`src/hw/mspsel_pkg.sv`:
```
// Package of constants for the multi-speed preset selector
package mspsel_pkg;
   localparam int FREQ_W = 16;
   localparam int NUM_PRESETS = 16;
   localparam int NUM_TERMS = 5;
   localparam int SEL_W = 4;
   // Register byte offsets
   localparam logic [11:0] CTRL_OFF = 12'h000;
   localparam logic [11:0] STATUS_OFF = 12'h004;
   localparam logic [11:0] LIVE_OFF = 12'h008;
   localparam logic [11:0] MAXF_OFF = 12'h00c;
   localparam logic [11:0] TFUNC_OFF = 12'h010;
   localparam logic [11:0] STORE_OFF = 12'h014;
   localparam logic [11:0] MON_OFF = 12'h018;
   localparam logic [11:0] TFUNC5_OFF = 12'h01c;
   localparam logic [11:0] PRESET_OFF = 12'h100;
   // Function codes for speed-select bits 0..3, and the source code that selects the presets
   localparam logic [7:0] FUNCTION_VIEW_KEY_SEL_BIT0 = 8'h02;
   localparam logic [7:0] FUNCTION_VIEW_KEY_SEL_BIT3 = 8'h05;
   localparam logic [7:0] SRC_PRESET = 8'h02;
   // Field positions
   localparam int CTRL_RUN_BIT = 0;
   localparam int CTRL_SRC_LSB = 8;
   localparam int STORE_DIRECT_BIT = 0;
   localparam int STORE_LIVE_BIT = 1;
   localparam int STORE_IDX_LSB = 4;
   // Reset values
   localparam logic [7:0] SRC_RESET = 8'h00;
   localparam logic [7:0] TFUNC_RESET = 8'h00;
   localparam logic [15:0] MAXF_RESET = 16'h1388;
   localparam logic [15:0] FREQ_RESET = 16'h0000;
endpackage

```
`src/hw/mspsel_top.sv`:
```
// Multi-speed preset selector with AHB-Lite register access
`timescale 1ns/1ps
module mspsel_top (
   input wire logic hclk, // 200 MHz clock
   input wire logic hresetn, // Async reset, active low
   input wire logic hsel, // Slave select
   input wire logic [31:0] haddr, // Byte address
   input wire logic [1:0] htrans, // Transfer type
   input wire logic hwrite, // Write when high
   input wire logic [2:0] hsize, // Transfer size
   input wire logic [31:0] hwdata, // Write data
   input wire logic hready, // Bus ready
   output logic [31:0] hrdata, // Read data
   output logic hreadyout, // Slave ready
   output logic hresp, // Always OKAY
   input wire logic [4:0] term_in, // Logic input terminals, polarity resolved
   input wire logic [15:0] output_freq_in, // Present output frequency from ramp
   output logic [15:0] target_freq, // Running target frequency
   output logic preset_active // Presets drive the target
);
   localparam int FW = mspsel_pkg::FREQ_W;

   logic [4:0] term_meta_reg;
   logic [4:0] term_sync_reg;
   logic [7:0] tfunc_reg [mspsel_pkg::NUM_TERMS];
   logic [FW-1:0] preset_reg [mspsel_pkg::NUM_PRESETS];
   logic [FW-1:0] live_reg;
   logic [FW-1:0] maxf_reg;
   logic [FW-1:0] mon_reg;
   logic [FW-1:0] target_reg;
   logic [7:0] src_reg;
   logic run_reg;
   logic [3:0] sel_reg;
   logic [31:0] hrdata_reg;
   logic wr_pend_reg;
   logic [11:0] wr_addr_reg;

   // Address phase capture
   wire logic ap_valid = hsel && hready && htrans[1];
   wire logic [11:0] wa = wr_addr_reg;
   wire logic wr_ctrl = wr_pend_reg && (wa == mspsel_pkg::CTRL_OFF);
   wire logic wr_live = wr_pend_reg && (wa == mspsel_pkg::LIVE_OFF);
   wire logic wr_maxf = wr_pend_reg && (wa == mspsel_pkg::MAXF_OFF);
   wire logic wr_tfunc = wr_pend_reg && (wa == mspsel_pkg::TFUNC_OFF);
   wire logic wr_store = wr_pend_reg && (wa == mspsel_pkg::STORE_OFF);
   wire logic wr_tfunc5 = wr_pend_reg && (wa == mspsel_pkg::TFUNC5_OFF);
   wire logic [3:0] st_idx = hwdata[mspsel_pkg::STORE_IDX_LSB +: 4];
   wire logic st_direct = wr_store && hwdata[mspsel_pkg::STORE_DIRECT_BIT];
   wire logic st_live = wr_store && hwdata[mspsel_pkg::STORE_LIVE_BIT];
   // Stores are refused while running so the active table never shifts
   wire logic store_ok = !run_reg;

   // Select code decode: each bit is the OR of terminals assigned its function
   logic [3:0] sel_next;
   genvar b;
   generate
      for (b = 0; b < mspsel_pkg::SEL_W; b++) begin : g_bit
         logic [4:0] hit;
         genvar t;
         for (t = 0; t < mspsel_pkg::NUM_TERMS; t++) begin : g_term
            // Only five terminals exist, so assignment is limited to them
            assign hit[t] = term_sync_reg[t] &&
               (tfunc_reg[t] == mspsel_pkg::FUNCTION_VIEW_KEY_SEL_BIT0 + 8'(b));
            map_hit_a: assert property (@(posedge hclk) disable iff (!hresetn)
               term_sync_reg[t] && tfunc_reg[t] == mspsel_pkg::FUNCTION_VIEW_KEY_SEL_BIT0 + 8'(b) |=> sel_reg[b])
               else $error("assigned terminal not decoded");
         end
         assign sel_next[b] = |hit;
      end
   endgenerate

   wire logic src_is_preset = (src_reg == mspsel_pkg::SRC_PRESET);
   wire logic [FW-1:0] sel_freq = preset_reg[sel_reg];
   // Clamping rather than refusing keeps a preset target at or below maxf_reg; the live setting passes unclamped
   wire logic [FW-1:0] lim_freq = (sel_freq > maxf_reg) ? maxf_reg : sel_freq;
   wire logic [FW-1:0] tgt_next = src_is_preset ? lim_freq : live_reg;

   always_ff @(posedge hclk or negedge hresetn) begin
      if (!hresetn) begin
         term_meta_reg <= 5'h00;
         term_sync_reg <= 5'h00;
      end else begin
         term_meta_reg <= term_in;
         term_sync_reg <= term_meta_reg;
      end
   end

   always_ff @(posedge hclk or negedge hresetn) begin
      if (!hresetn) begin
         sel_reg <= 4'h0;
         target_reg <= mspsel_pkg::FREQ_RESET;
         mon_reg <= mspsel_pkg::FREQ_RESET;
      end else begin
         sel_reg <= sel_next;
         target_reg <= tgt_next;
         mon_reg <= output_freq_in;
      end
   end

   // Bus write data phase
   always_ff @(posedge hclk or negedge hresetn) begin
      if (!hresetn) begin
         wr_pend_reg <= 1'b0;
         wr_addr_reg <= 12'h000;
      end else begin
         wr_pend_reg <= ap_valid && hwrite;
         wr_addr_reg <= haddr[11:0];
      end
   end

   always_ff @(posedge hclk or negedge hresetn) begin
      if (!hresetn) begin
         run_reg <= 1'b0;
         src_reg <= mspsel_pkg::SRC_RESET;
         maxf_reg <= mspsel_pkg::MAXF_RESET;
      end else begin
         if (wr_ctrl) begin
            run_reg <= hwdata[mspsel_pkg::CTRL_RUN_BIT];
            src_reg <= hwdata[mspsel_pkg::CTRL_SRC_LSB +: 8];
         end
         if (wr_maxf) begin
            maxf_reg <= hwdata[FW-1:0];
         end
      end
   end

   // Live setting: edited by software, copied into the selected entry on a live store
   always_ff @(posedge hclk or negedge hresetn) begin
      if (!hresetn) begin
         live_reg <= mspsel_pkg::FREQ_RESET;
      end else if (wr_live) begin
         live_reg <= hwdata[FW-1:0];
      end
   end

   genvar p;
   generate
      for (p = 0; p < mspsel_pkg::NUM_TERMS; p++) begin : g_tfunc
         wire logic f_we;
         wire logic [7:0] f_data;
         if (p < 4) begin : g_word
            assign f_we = wr_tfunc;
            assign f_data = hwdata[p*8 +: 8];
         end else begin : g_fifth
            // A word holds four function bytes, so terminal five has a word of its own
            assign f_we = wr_tfunc5;
            assign f_data = hwdata[7:0];
         end
         always_ff @(posedge hclk or negedge hresetn) begin
            if (!hresetn) begin
               tfunc_reg[p] <= mspsel_pkg::TFUNC_RESET;
            end else if (f_we) begin
               tfunc_reg[p] <= f_data;
            end
         end
      end
      for (p = 0; p < mspsel_pkg::NUM_PRESETS; p++) begin : g_preset
         // Direct edits carry the value in hwdata[31:16]; a store commits it
         wire logic hit_live = st_live && store_ok && (sel_reg == 4'(p));
         wire logic hit_dir = st_direct && store_ok && (st_idx == 4'(p));
         always_ff @(posedge hclk or negedge hresetn) begin
            if (!hresetn) begin
               preset_reg[p] <= mspsel_pkg::FREQ_RESET;
            end else if (hit_live) begin
               preset_reg[p] <= live_reg;
            end else if (hit_dir) begin
               preset_reg[p] <= hwdata[31:16];
            end
         end
         // A running drive must never see its table move under it
         run_lock_a: assert property (@(posedge hclk) disable iff (!hresetn)
            run_reg |=> $stable(preset_reg[p]))
            else $error("preset entry changed while running");
         dir_commit_a: assert property (@(posedge hclk) disable iff (!hresetn)
            st_direct && !st_live && !run_reg && st_idx == 4'(p)
            |=> preset_reg[p] == $past(hwdata[31:16]))
            else $error("direct store missed its entry");
         live_commit_a: assert property (@(posedge hclk) disable iff (!hresetn)
            hit_live |=> preset_reg[p] == $past(live_reg))
            else $error("live store missed its entry");
      end
   endgenerate

   // Read decode
   wire logic [11:0] ra = haddr[11:0];
   wire logic rd_preset = (ra[11:8] == 4'h1) && (ra[7:6] == 2'b00) && (ra[1:0] == 2'b00);
   logic [31:0] rd_next;
   always_comb begin
      rd_next = 32'h0000_0000;
      if (ra == mspsel_pkg::CTRL_OFF) begin
         rd_next = {16'h0000, src_reg, 7'h00, run_reg};
      end else if (ra == mspsel_pkg::STATUS_OFF) begin
         rd_next = {26'h0, src_is_preset, 1'b0, sel_reg};
      end else if (ra == mspsel_pkg::LIVE_OFF) begin
         rd_next = {16'h0000, live_reg};
      end else if (ra == mspsel_pkg::MAXF_OFF) begin
         rd_next = {16'h0000, maxf_reg};
      end else if (ra == mspsel_pkg::TFUNC_OFF) begin
         rd_next = {tfunc_reg[3], tfunc_reg[2], tfunc_reg[1], tfunc_reg[0]};
      end else if (ra == mspsel_pkg::TFUNC5_OFF) begin
         rd_next = {24'h000000, tfunc_reg[4]};
      end else if (ra == mspsel_pkg::MON_OFF) begin
         rd_next = {16'h0000, mon_reg};
      end else if (rd_preset) begin
         rd_next = {16'h0000, preset_reg[ra[5:2]]};
      end
   end

   always_ff @(posedge hclk or negedge hresetn) begin
      if (!hresetn) begin
         hrdata_reg <= 32'h0000_0000;
      end else if (ap_valid && !hwrite) begin
         hrdata_reg <= rd_next;
      end
   end

   assign hrdata = hrdata_reg;
   assign hreadyout = 1'b1;
   assign hresp = 1'b0;
   assign target_freq = target_reg;
   assign preset_active = src_is_preset;

   // Checks
   no_store_run_a: assert property (@(posedge hclk) disable iff (!hresetn)
      run_reg && !wr_ctrl |=> $stable(preset_reg[0]) || !$past(run_reg))
      else $error("preset changed while running");
   live_store_a: assert property (@(posedge hclk) disable iff (!hresetn)
      st_live && !run_reg && sel_reg == 4'h3 |=> preset_reg[3] == $past(live_reg))
      else $error("live store missed selected entry");
   sel_sync_a: assert property (@(posedge hclk) disable iff (!hresetn)
      tfunc_reg[0] == mspsel_pkg::FUNCTION_VIEW_KEY_SEL_BIT0 && tfunc_reg[1] == 8'h00 &&
      tfunc_reg[2] == 8'h00 && tfunc_reg[3] == 8'h00 && tfunc_reg[4] == 8'h00
      && $stable(tfunc_reg[0]) |=> sel_reg == {3'b000, $past(term_sync_reg[0])})
      else $error("select bit 0 decode wrong");
   bit3_map_a: assert property (@(posedge hclk) disable iff (!hresetn)
      tfunc_reg[4] == mspsel_pkg::FUNCTION_VIEW_KEY_SEL_BIT3 && term_sync_reg[4] |=> sel_reg[3])
      else $error("bit 3 function not decoded");
   target_sel_a: assert property (@(posedge hclk) disable iff (!hresetn)
      src_is_preset && sel_freq <= maxf_reg |=> target_freq == $past(sel_freq))
      else $error("target not following selected preset");
   src_gate_a: assert property (@(posedge hclk) disable iff (!hresetn)
      !src_is_preset |=> target_freq == $past(live_reg))
      else $error("preset used without preset source");
   max_clamp_a: assert property (@(posedge hclk) disable iff (!hresetn)
      src_is_preset |=> target_freq <= $past(maxf_reg))
      else $error("target above maximum");
   mon_track_a: assert property (@(posedge hclk) disable iff (!hresetn)
      1'b1 |=> mon_reg == $past(output_freq_in))
      else $error("monitor not tracking output");
   direct_store_a: assert property (@(posedge hclk) disable iff (!hresetn)
      st_direct && !st_live && !run_reg && st_idx == 4'h5
      |=> preset_reg[5] == $past(hwdata[31:16]))
      else $error("direct preset store missed");

   // Decode and target path
   zero_code_a: assert property (@(posedge hclk) disable iff (!hresetn)
      src_is_preset && sel_reg == 4'h0 && preset_reg[0] <= maxf_reg
      |=> target_freq == $past(preset_reg[0]))
      else $error("code zero not using entry zero");

   clamp_eq_a: assert property (@(posedge hclk) disable iff (!hresetn)
      src_is_preset && sel_freq > maxf_reg |=> target_freq == $past(maxf_reg))
      else $error("preset above maximum not held at maximum");

   retarget_a: assert property (@(posedge hclk) disable iff (!hresetn)
      src_is_preset && $changed(sel_reg) && sel_freq <= maxf_reg
      |=> target_freq == $past(sel_freq))
      else $error("select change did not retarget");

   // Two stages keep a changing contact out of the decode
   sync_depth_a: assert property (@(posedge hclk) disable iff (!hresetn)
      1'b1 |=> ##1 term_sync_reg == $past(term_in, 2))
      else $error("terminal synchroniser depth wrong");

   unassigned_a: assert property (@(posedge hclk) disable iff (!hresetn)
      tfunc_reg[0] == 8'h00 && tfunc_reg[1] == 8'h00 && tfunc_reg[2] == 8'h00
      && tfunc_reg[3] == 8'h00 && tfunc_reg[4] == 8'h00 |=> sel_reg == 4'h0)
      else $error("unassigned bits not read as zero");

   // Bus-side checks
   status_rd_a: assert property (@(posedge hclk) disable iff (!hresetn)
      ap_valid && !hwrite && ra == mspsel_pkg::STATUS_OFF
      |=> hrdata[3:0] == $past(sel_reg))
      else $error("status select code wrong");

   mon_rd_a: assert property (@(posedge hclk) disable iff (!hresetn)
      ap_valid && !hwrite && ra == mspsel_pkg::MON_OFF
      |=> hrdata[15:0] == $past(mon_reg))
      else $error("monitor readback wrong");

   rd_hold_a: assert property (@(posedge hclk) disable iff (!hresetn)
      !(ap_valid && !hwrite) |=> $stable(hrdata))
      else $error("read data moved without a read");

   live_wr_a: assert property (@(posedge hclk) disable iff (!hresetn)
      wr_live |=> live_reg == $past(hwdata[15:0]))
      else $error("live setting write lost");

   live_keep_a: assert property (@(posedge hclk) disable iff (!hresetn)
      !wr_live |=> $stable(live_reg))
      else $error("live setting moved without a write");

   src_wr_a: assert property (@(posedge hclk) disable iff (!hresetn)
      wr_ctrl |=> preset_active == ($past(hwdata[15:8]) == mspsel_pkg::SRC_PRESET))
      else $error("source select not applied");

   run_wr_a: assert property (@(posedge hclk) disable iff (!hresetn)
      wr_ctrl |=> run_reg == $past(hwdata[0]))
      else $error("run command not applied");

   maxf_wr_a: assert property (@(posedge hclk) disable iff (!hresetn)
      wr_maxf |=> maxf_reg == $past(hwdata[15:0]))
      else $error("maximum frequency write lost");

   tfunc_wr_a: assert property (@(posedge hclk) disable iff (!hresetn)
      wr_tfunc |=> tfunc_reg[0] == $past(hwdata[7:0]))
      else $error("terminal one function write lost");

   tfunc5_wr_a: assert property (@(posedge hclk) disable iff (!hresetn)
      wr_tfunc5 |=> tfunc_reg[4] == $past(hwdata[7:0]))
      else $error("terminal five function write lost");
endmodule // mspsel_top

```
`config.mk`:
```
export PLATFORM = sky130hd
export DESIGN_NAME = mspsel_top
export DESIGN_NICKNAME = d
export VERILOG_FILES = /design/src/hw/mspsel_pkg.sv /design/src/hw/mspsel_top.sv
export SDC_FILE = /design/constraint.sdc
export NUM_CORES = 1
export LEC_CHECK = 0
export ABC_CLOCK_PERIOD_IN_PS = 6000
export BUFFER_PORTS_ARGS = -buffer_cell sky130_fd_sc_hd__buf_2
export CORE_AREA = 2 2 242 244
export CTS_BUF_LIST = sky130_fd_sc_hd__clkbuf_4 sky130_fd_sc_hd__clkbuf_8
export DETAILED_ROUTE_END_ITERATION = 8
export DIE_AREA = 0 0 244 246
export PLACE_DENSITY = 0.6
export RECOVER_POWER = 50
export SYNTH_ARGS = -nofsm -noshare
export SYNTH_HDL_FRONTEND = slang
export SYNTH_SLANG_ARGS = --single-unit
export TNS_END_PERCENT = 10
```
`constraint.sdc`:
```
create_clock -name hclk -period 6 [get_ports hclk]
set_clock_uncertainty 0.15 [all_clocks]
set_input_delay 0.6 -clock hclk [delete_from_list [all_inputs] [get_ports hclk]]
set_output_delay 0.6 -clock hclk [all_outputs]
set_load 0.005 [all_outputs]
```
Word-level counts from Yosys, hierarchy flattened
Index checks and enable logic that the tools add are counted.
{"block": "word_totals", "register_bits": 428, "elab_cells": 245, "in_bits": 95, "out_inout_bits": 51}
{"block": "classes", "mux": 48, "order_cmp": 3, "bitwise": 2, "n_reduce_logical": 96, "eq_ne": 63}
{"op": "2-to-1 mux 16 bit", "n": 41}
{"op": "2-to-1 mux 32 bit", "n": 5}
{"op": "binary-select mux 16 bit (select 4 bit)", "n": 2}
{"op": "== test 8 x 2 -> 1 bit (second input constant)", "n": 11}
{"op": "== test 8 x 3 -> 1 bit (second input constant)", "n": 10}
{"op": "== test 12 x 5 -> 1 bit (second input constant)", "n": 6}
{"op": "logical AND 1 bit", "n": 68}
{"op": "== test 4 bit (second input constant)", "n": 16}
{"op": "== test 12 x 4 -> 1 bit (second input constant)", "n": 4}
{"op": "== test 4 x 3 -> 1 bit (second input constant)", "n": 8}
{"op": "nonzero test 2 bit", "n": 16}
{"op": "logical NOT 12 bit", "n": 2}
{"op": "OR reduction 5 bit", "n": 4}
{"op": "== test 4 x 2 -> 1 bit (second input constant)", "n": 4}
{"op": "greater-than comparator 16 bit", "n": 1}
{"op": "== test 12 x 3 -> 1 bit (second input constant)", "n": 1}
{"op": "== test 4 x 1 -> 1 bit (second input constant)", "n": 3}
{"op": ">= comparator 5 bit (second input constant)", "n": 2}
{"op": "inverter 4 -> 5 bit", "n": 2}
{"op": "logical NOT 4 bit", "n": 2}
{"op": "logical NOT 2 bit", "n": 2}
{"op": "logical NOT 1 bit", "n": 2}

Longest topological paths before layout
Gate-level depths: netlist (run 1).
{"block": "depth", "ltp_word": 12, "ltp_mapped": 15, "ltp_nobuf": 10}

Worst setup path before layout (run 1)
OpenSTA, ideal clock, no wires.
{"block": "synth_path", "path_kind": "register to register", "from": "register sel_reg[0]", "to": "register target_reg[10] (netlist: target_freq[10])", "arrival_time_ns": 3.380, "required_time_ns": 5.723, "path_slack_ns": 2.343, "stages_incl_launch_ff": 15, "path_cell_list": "dfrtp_1 buf_4 buf_2 mux4_2 a22oi_1 nand2_1 ha_1 and3_1 a221o_1 a221oi_1 a21oi_1 clkbuf_1 clkbuf_1 o211ai_1 nand3_1"}
{"block": "synth_via", "elab_chain_len": 7}
{"element": "start, declared", "line_no": "mspsel_top.sv:33", "rtl": "logic [3:0] sel_reg;"}
{"element": "start signal, assigned", "line_no": "mspsel_top.sv:94", "rtl": "sel_reg <= sel_next;"}
{"element": "inverter 4 -> 5 bit (not written as such) *", "line_no": "mspsel_top.sv:73", "rtl": "wire logic [FW-1:0] sel_freq = preset_reg[sel_reg];"}
{"element": "binary-select mux 16 bit (select 4 bit) *", "line_no": "mspsel_top.sv:73"}
{"element": "2-to-1 mux 16 bit (not written as such) * (2 in a row)", "line_no": "mspsel_top.sv:73"}
{"element": "greater-than comparator 16 bit", "line_no": "mspsel_top.sv:75", "rtl": "wire logic [FW-1:0] lim_freq = (sel_freq > maxf_reg) ? maxf_reg : sel_freq;"}
{"element": "2-to-1 mux 16 bit *", "line_no": "mspsel_top.sv:75"}
{"element": "2-to-1 mux 16 bit *", "line_no": "mspsel_top.sv:76", "rtl": "wire logic [FW-1:0] tgt_next = src_is_preset ? lim_freq : live_reg;"}
{"element": "net tgt_next[10]", "line_no": "mspsel_top.sv:76"}
{"element": "end signal, assigned", "line_no": "mspsel_top.sv:91", "rtl": "target_reg <= mspsel_pkg::FREQ_RESET;"}
{"element": "end signal, assigned", "line_no": "mspsel_top.sv:95", "rtl": "target_reg <= tgt_next;"}
{"element": "end, declared", "line_no": "mspsel_top.sv:30", "rtl": "logic [FW-1:0] target_reg;"}
The timed path passes the listed nets; every way through them passes the cells marked *. The select of a mux whose other input is x is not followed.
A chain may end at the register's enable or synchronous reset.

Worst setup path in the final report (run 1)
{"block": "layout_path", "from": "input haddr[3]", "to": "register hrdata_reg[5] (netlist: hrdata[5])"}
{"block": "layout_via", "elab_chain_len": 12, "word_cells_on_any_way": 19}
{"element": "start, declared", "line_no": "mspsel_top.sv:7", "rtl": "input wire logic [31:0] haddr,"}
{"element": "inverter 4 -> 5 bit (not written as such)", "line_no": "mspsel_top.sv:205", "rtl": "rd_next = {16'h0000, preset_reg[ra[5:2]]};"}
{"element": "binary-select mux 16 bit (select 4 bit)", "line_no": "mspsel_top.sv:205"}
{"element": "2-to-1 mux 16 bit (not written as such) (2 in a row)", "line_no": "mspsel_top.sv:205"}
{"element": "2-to-1 mux 16 bit", "line_no": "mspsel_top.sv:204", "rtl": "end else if (rd_preset) begin"}
{"element": "2-to-1 mux 16 bit", "line_no": "mspsel_top.sv:202", "rtl": "end else if (ra == mspsel_pkg::MON_OFF) begin"}
{"element": "2-to-1 mux 16 bit", "line_no": "mspsel_top.sv:200", "rtl": "end else if (ra == mspsel_pkg::TFUNC5_OFF) begin"}
{"element": "2-to-1 mux 32 bit", "line_no": "mspsel_top.sv:198", "rtl": "end else if (ra == mspsel_pkg::TFUNC_OFF) begin"}
{"element": "2-to-1 mux 32 bit", "line_no": "mspsel_top.sv:196", "rtl": "end else if (ra == mspsel_pkg::MAXF_OFF) begin"}
{"element": "2-to-1 mux 32 bit", "line_no": "mspsel_top.sv:194", "rtl": "end else if (ra == mspsel_pkg::LIVE_OFF) begin"}
{"element": "2-to-1 mux 32 bit", "line_no": "mspsel_top.sv:192", "rtl": "end else if (ra == mspsel_pkg::STATUS_OFF) begin"}
{"element": "2-to-1 mux 32 bit *", "line_no": "mspsel_top.sv:190", "rtl": "if (ra == mspsel_pkg::CTRL_OFF) begin"}
{"element": "end signal, assigned", "line_no": "mspsel_top.sv:213", "rtl": "hrdata_reg <= rd_next;"}
{"element": "end, declared", "line_no": "mspsel_top.sv:34", "rtl": "logic [31:0] hrdata_reg;"}
Mark *: on every way between the ends. The rest lies on a longest branch, timed or not. The select of a mux whose other input is x is not followed.

==> metrics.md, run 1 <==
| Metric | Value |
|---|---|
| CTS Buf Count | `75` |
| Cell Area, Synth | `0.0239 sq mm` |
| Min-delay src | `hwdata[25]` |
| RSZ-0062 raised after global routing | `no` |
| DR pass1 iterations | `6` |
| Pwr per Cell Area | `238 mW/mm^2` |
| Most frequent cells in the layout | `dfrtp_1 (421), nand2_1 (323), a22oi_1 (275)` |
| Ys async rst share | `100%` |
| Final setup viols | `0` |
| CTS Buffer Depth | `3` |
| Worst R2R Setup Slack | `1.23 ns` |
| DIE HEIGHT | `246 um` |
| Final period utilization | `87.9%` |
| Full die area | `0.0600 sq mm` |
| Post-cts gate resize count | `0` |
| # DRC | `0` |
| Worst Path Max Fanout | `53` |
| Setup TNS | `0 ns` |
| Sw Ratio | `25.2%` |
| Fmax | `190 MHz` |
| Synthesized area per cell | `10.6 sq um` |
| Area occupied by registers | `0.0107 sq mm` |
| Max-cap violations | `6` |
| Critical Path RT | `6.39 ns` |
| Area grow syn2layout | `11.6%` |
| Worst Slack Setup Final | `0.724 ns` |
| CP Launch Type | `primary input` |
| Cell area after layout | `0.0266 sq mm` |
| Crit Reg-Reg Endpoint | `target_freq[15]$_DFF_PN0_` |
| Initial antenna violation count | `3` |
| Placeable Area | `0.0574 sq mm` |
| DIE WIDTH | `244 um` |
| Global-route wire length before repair | `132000 um` |
| Gr usage total | `29.6%` |
| Final core occ | `46.4%` |
| CTS root buf | `clkbuf_8` |
| Hold Path Sink | `tfunc_reg[9]$_DFFE_PN0P_` |
| Crit path capture type | `flop` |
| Routed vias/inst | `6.50` |
| DR WL/cell | `28.4 um` |
| Pre-CTS WS | `1.27 ns` |
| Synth Register Bits | `428` |
| FILL cells | `5265` |
| Worst hold path class | `primary input to flop` |
| Max rail drop VDD | `0.000183 V` |
| Slew headroom | `-145%` |
| Dominant register cell in the synthesized netlist | `dfrtp_1` |
| Layout cells sized above 1 | `22.6%` |
| Port-buffer cells | `119` |
| Worst Reg2Reg Path Length in Cells | `10` |
| Status | `finished with violations` |
| Initial core utilization | `41.6%` |
| WS Path Type | `primary input to flop` |
| Vias in the first global route | `20300` |
| Via count | `20300` |
| Post-synth net total | `2365` |
| # IOs | `146` |
| Netlist cell types | `72` |
| Routed wire length | `88700 um` |
| Reg-to-Reg Start | `sel_reg[0]$_DFF_PN0_` |
| Most common cell after layout, fill and taps aside | `dfrtp_1` |
| Final hold violations | `0` |
| Site Rows | `88` |
| Clk network pwr share | `45.3%` |
| Failing checks | `max-capacitance violations, max-slew violations` |
| Internal power | `4730 uW` |
| Psw | `1590 uW` |
| # nets final | `2419` |
| Clock transition at path regs | `0.06 ns` |
| Crit path DAT | `5.67 ns` |
| RePlAce Congestion | `0.908` |
| Final ANT Viol Nets | `0` |
| Max Slew Vio Count | `438` |
| Number of enable flip-flop cells after synthesis | `0` |
| Clk_lat worst skew | `0.67 ns` |
| DP Area | `0.0249 sq mm` |
| Slew of the pin with the lowest slew margin | `3.67 ns` |
| TritonCTS clock tree | `yes` |
| Leakage | `0.0110 uW` |
| Maximum number of pins on one net before global-route repair | `127` |
| H-tree Lvls | `3` |
| Combinational Power Share | `7.1%` |
| Max FFs per register | `256` |
| Area of the multi-input gates | `0.0120 sq mm` |
| Clock sink count | `428` |
| HPWL after DPL | `54900 um` |
| Yosys Warn Count | `0` |
| Hold path cells | `2` |
| Mapped Cells | `2254` |
| Min Tclk post-route | `5.28 ns` |
| Sequential fraction of the synthesis area | `44.9%` |
| Seq pwr share | `47.6%` |
| Grt ovf | `0` |
| DRT iter0 DRCs | `2507` |
worst max-delay path, stage by stage:
cell	delay, ns
clkbuf_1	2.54
buf_4	0.84
mux4_2	0.41
mux2i_1	0.34
mux2i_1	0.27
o2bb2ai_1	0.25
o2bb2ai_1	0.18
a22o_1	0.20
layer usage:
layer  vias to the layer above  share of wire (%)  track usage (%)  wire length [um]
li1                       8541                  -                -                 -
met1                     10100                 37             37.9             33200
met2                      1383                 46             46.3             40500
met3                       326                 11             6.98              9760
met4                         2                5.8             16.3              5180
met5                         -              0.014                0                12
power groups by stage:
| stage | Sequential (uW) | Combinational (uW) | Clock (uW) |
|---|---|---|---|
| detailed placement | 3060 | 433 | 0 |
| global placement | 3060 | 425 | 0 |
| floorplan | 3040 | 235 | 0 |
| CTS | 3010 | 450 | 2900 |
| global route | 3020 | 484 | 3050 |
| finish | 3010 | 450 | 2860 |
cell usage after synthesis (all sizes together), types with 5 or more instances:
| library cell | n | area (sq um) |
|---|---|---|
| a2111oi | 5 | 43.8 |
| a21oi | 84 | 480 |
| a221oi | 15 | 131 |
| a22o | 20 | 175 |
| a22oi | 275 | 2060 |
| a31oi | 11 | 68.8 |
| and3 | 11 | 68.8 |
| buf | 110 | 648 |
| clkbuf | 111 | 418 |
| dfrtp | 423 | 10600 |
| dfstp | 5 | 131 |
| ha | 16 | 200 |
| inv | 31 | 116 |
| mux2 | 67 | 754 |
| mux2i | 29 | 290 |
| mux4 | 141 | 3180 |
| nand2 | 323 | 1210 |
| nand2b | 6 | 37.5 |
| nand3 | 31 | 225 |
| nand3b | 7 | 52.6 |
| nand4 | 8 | 62.6 |
| nor2 | 149 | 594 |
| nor2b | 5 | 31.3 |
| nor3 | 9 | 76.3 |
| nor3b | 8 | 60.1 |
| nor4 | 24 | 290 |
| o211ai | 17 | 128 |
| o21ai | 249 | 1250 |
| or3 | 13 | 81.3 |
worst max path at each step:
| stage | start | end | slack, ns | depth (start not counted) |
|---|---|---|---|---|
| finish | haddr[3] | hrdata[5]$_DFFE_PN0P_ | 0.72 | 8 |
| global route | hresetn | preset_reg[79]$_DFFE_PN0P_ | 0.68 | 3 |
| CTS | sel_reg[0]$_DFF_PN0_ | target_freq[11]$_DFF_PN0_ | 1.28 | 10 |
| detailed placement | sel_reg[0]$_DFF_PN0_ | target_freq[11]$_DFF_PN0_ | 1.27 | 10 |
| global placement | sel_reg[0]$_DFF_PN0_ | target_freq[6]$_DFF_PN0_ | 1.30 | 12 |
| floorplan | sel_reg[0]$_DFF_PN0_ | target_freq[10]$_DFF_PN0_ | 2.34 | 14 |
metrics by stage:
step / total power (uW) / std cells / hold slack, ns
after floorplan: 3280 / 2254 / 0.154
after global placement: 3480 / 2966 / 0.187
after detailed placement: 3490 / 2966 / 0.187
after CTS: 6360 / 3124 / 0.0139
after global routing: 6550 / 3124 / 0.0375
final: 6330 / 3125 / 0.0444
repair_timing:
action,in CTS,in global routing
buffers inserted,0,0
endpoints found under the hold margin,122,0
hold buffers,30,0
layout make-up:
class	instances	area share (%)
clock inverters	10	0.291
diodes	1	0.00940
well taps	765	3.60
inverters	31	0.437
repair buffers	198	4.55
clock buffers	118	5.58
flip-flops and latches	428	40.3
multi-input cells	1574	45.2
cell families (layout without fill, tap and decap cells):
logic type	after synthesis	count (layout)	synth area share, %
adder cells (fa/ha/maj)	16	16	0.839
AO/OA/AOI/OAI	705	705	19.2
multiplexers	237	237	17.7
AND/OR/NAND/NOR	614	614	12.4
other	2	3	0.0315
flip-flops	428	428	44.9
buffers and inverters	252	357	4.96
No activity file was read; power rests on OpenSTA's default activity.
==> run 2: changes to the inputs <==
- RECOVER_POWER: 50 -> 100
==> run 2 against run 1 <==
Non-clock buffer count stayed put. Largest power group unchanged. Routed wire length hardly changed. The flow still finishes with violations (max-capacitance violations, max-slew violations). Cell count hardly changed. Largest cell class unchanged. Via count rose by 0.30%. Register-to-register slack got worse by 0.41 ns. Highest routed layer unchanged. Worst hold slack gained 0.0043 ns. Clock power about the same. Core utilization decreased by 0.23 points. Fmax fell by 0.99%. Sequential share of layout area up 0.20 points. Flip-flop and latch count did not move.
==> metrics.md, run 2 (synthesis gave the netlist of run 1 again) <==
| Metric | Value |
|---|---|
| Crit path capture type | `flop` |
| Routed vias/inst | `6.52` |
| Full die area | `0.0600 sq mm` |
| H-tree Lvls | `3` |
| Max-cap violations | `21` |
| Clk_lat worst skew | `0.66 ns` |
| CP Launch Type | `primary input` |
| RePlAce Congestion | `0.908` |
| Pwr per Cell Area | `239 mW/mm^2` |
| Final hold violations | `0` |
| Placeable Area | `0.0574 sq mm` |
| Global-route wire length before repair | `132000 um` |
| Clock sink count | `428` |
| Vias in the first global route | `20300` |
| Worst R2R Setup Slack | `0.82 ns` |
| Pre-CTS WS | `1.27 ns` |
| Crit Reg-Reg Endpoint | `target_freq[15]$_DFF_PN0_` |
| DR WL/cell | `28.4 um` |
| # nets final | `2419` |
| HPWL after DPL | `54900 um` |
| Hold_ws | `0.0487 ns` |
| CTS Buffer Depth | `3` |
| Worst Reg2Reg Path Length in Cells | `10` |
| TritonCTS clock tree | `yes` |
| Gr usage total | `29.6%` |
| Slowest CP cell | `clkbuf_1` |
| Crit-path cells | `clkbuf_1, buf_4, mux4_2, mux2i_1, mux2i_1, o2bb2ai_1, o2bb2ai_1, a22o_1` |
| Min Tclk post-route | `5.33 ns` |
| Crit path depth | `8` |
| Worst Slack Setup Final | `0.671 ns` |
| Most frequent cells in the layout | `dfrtp_1 (421), nand2_1 (323), a22oi_1 (275)` |
| # DRC | `0` |
| Initial core utilization | `41.6%` |
| RSZ-0062 raised after global routing | `no` |
| Area grow syn2layout | `11.0%` |
| Max Slew Vio Count | `932` |
| Layout cells sized above 1 | `21.7%` |
| Clock transition at path regs | `0.06 ns` |
| Failing checks | `max-capacitance violations, max-slew violations` |
| Post-CTS setup buffer count | `0` |
| Initial antenna violation count | `3` |
| Final period utilization | `88.8%` |
| Worst hold path class | `primary input to flop` |
| Status | `finished with violations` |
| Crit path DAT | `5.72 ns` |
| Routed wire length | `88700 um` |
| Final setup viols | `0` |
| Worst Path Max Fanout | `53` |
| Grt ovf | `0` |
| CTS root buf | `clkbuf_8` |
| DRT iter0 DRCs | `2500` |
| CP peak stage delay | `2.61 ns` |
| CP bufs+invs | `2` |
| Site Rows | `88` |
| DR pass1 iterations | `6` |
| Critical Path RT | `6.39 ns` |
| Max rail drop VDD | `0.000183 V` |
| FILL cells | `5290` |
| Final core occ | `46.2%` |
| Leakage | `0.0109 uW` |
| Most common cell after layout, fill and taps aside | `dfrtp_1` |
| DIE WIDTH | `244 um` |
| WS Path Type | `primary input to flop` |
| DIE HEIGHT | `246 um` |
| # IOs | `146` |
| Setup crit end | `hrdata[5]$_DFFE_PN0P_` |
| Slew of the pin with the lowest slew margin | `3.78 ns` |
| Cell family with most CP delay | `buffers and inverters` |
| Final ANT Viol Nets | `0` |
| Reg-to-Reg Start | `sel_reg[0]$_DFF_PN0_` |
| Via count | `20400` |
| Slew headroom | `-152%` |
| Fmax | `188 MHz` |
| Crit path from | `haddr[3]` |
| Port-buffer cells | `119` |
| Max FFs per register | `256` |
| Setup TNS | `0 ns` |
| Total power | `6320 uW` |
| CTS Buf Count | `75` |
| Maximum number of pins on one net before global-route repair | `127` |
==> run 2: worst min path at each step <==
| stage | to | from | cells after the start | slack (ns) |
|---|---|---|---|---|
| 6_report | tfunc_reg[9]$_DFFE_PN0P_ | hwdata[25] | 2 | 0.05 |
| 3_3_place_gp | term_sync_reg[2]$_DFF_PN0_ | term_meta_reg[2]$_DFF_PN0_ | 0 | 0.19 |
| 2_1_floorplan | hrdata[0]$_DFFE_PN0P_ | hresetn | 0 | 0.15 |
| 5_1_grt | tfunc_reg[9]$_DFFE_PN0P_ | hwdata[25] | 2 | 0.04 |
| 4_1_cts | tfunc_reg[9]$_DFFE_PN0P_ | hwdata[25] | 2 | 0.01 |
| 3_5_place_dp | term_sync_reg[2]$_DFF_PN0_ | term_meta_reg[2]$_DFF_PN0_ | 0 | 0.19 |
==> run 2: timing repair <==
action / in CTS / in global routing
hold buffers: 30 / 0
endpoints found under the hold margin: 122 / 0
resized for setup: 0 / 0
==> run 2: cell type report <==
class | count | area, sq um | area share, %
sequential | 428 | 10700 | 40.5
clock inverter | 10 | 77.6 | 0.293
tap | 765 | 957 | 3.61
antenna | 2 | 5.00 | 0.0189
multi-input combinational | 1574 | 12000 | 45.1
timing repair buffer | 198 | 1170 | 4.41
inverter | 31 | 116 | 0.439
clock buffer | 118 | 1490 | 5.61
==> run 2: where the power goes <==
group          total (uW)  leakage (uW)  internal (uW)  switching (uW)
Clock                2860      0.000837           1600            1250
Sequential           3010       0.00560           2960            54.4
Combinational         448       0.00447            170             279
==> run 2: metrics by stage <==
stage                     instance area, sq um  instances
after global routing                     26500       3124
after CTS                                26700       3124
after floorplan                          23900       2254
final                                    26500       3126
after global placement                   24900       2966
after detailed placement                 24900       2966
==> run 2: worst register-to-register path: cells and delay by family (launching register included) <==
kind	cells	cell delay, ns
and+or+nand+nor	4	0.91
buffers and inverters	1	0.76
DFF	1	1.04
AOI/OAI and AO/OA	3	1.20
adders and majority gates	1	0.34
muxes	1	0.59
==> run 2: per-layer routing <==
metal / GRT usage, % / wire [um]
met4: 16.3 / 5170
met2: 46.3 / 40700
met5: 0 / 12
met1: 37.9 / 33500
met3: 6.98 / 9360
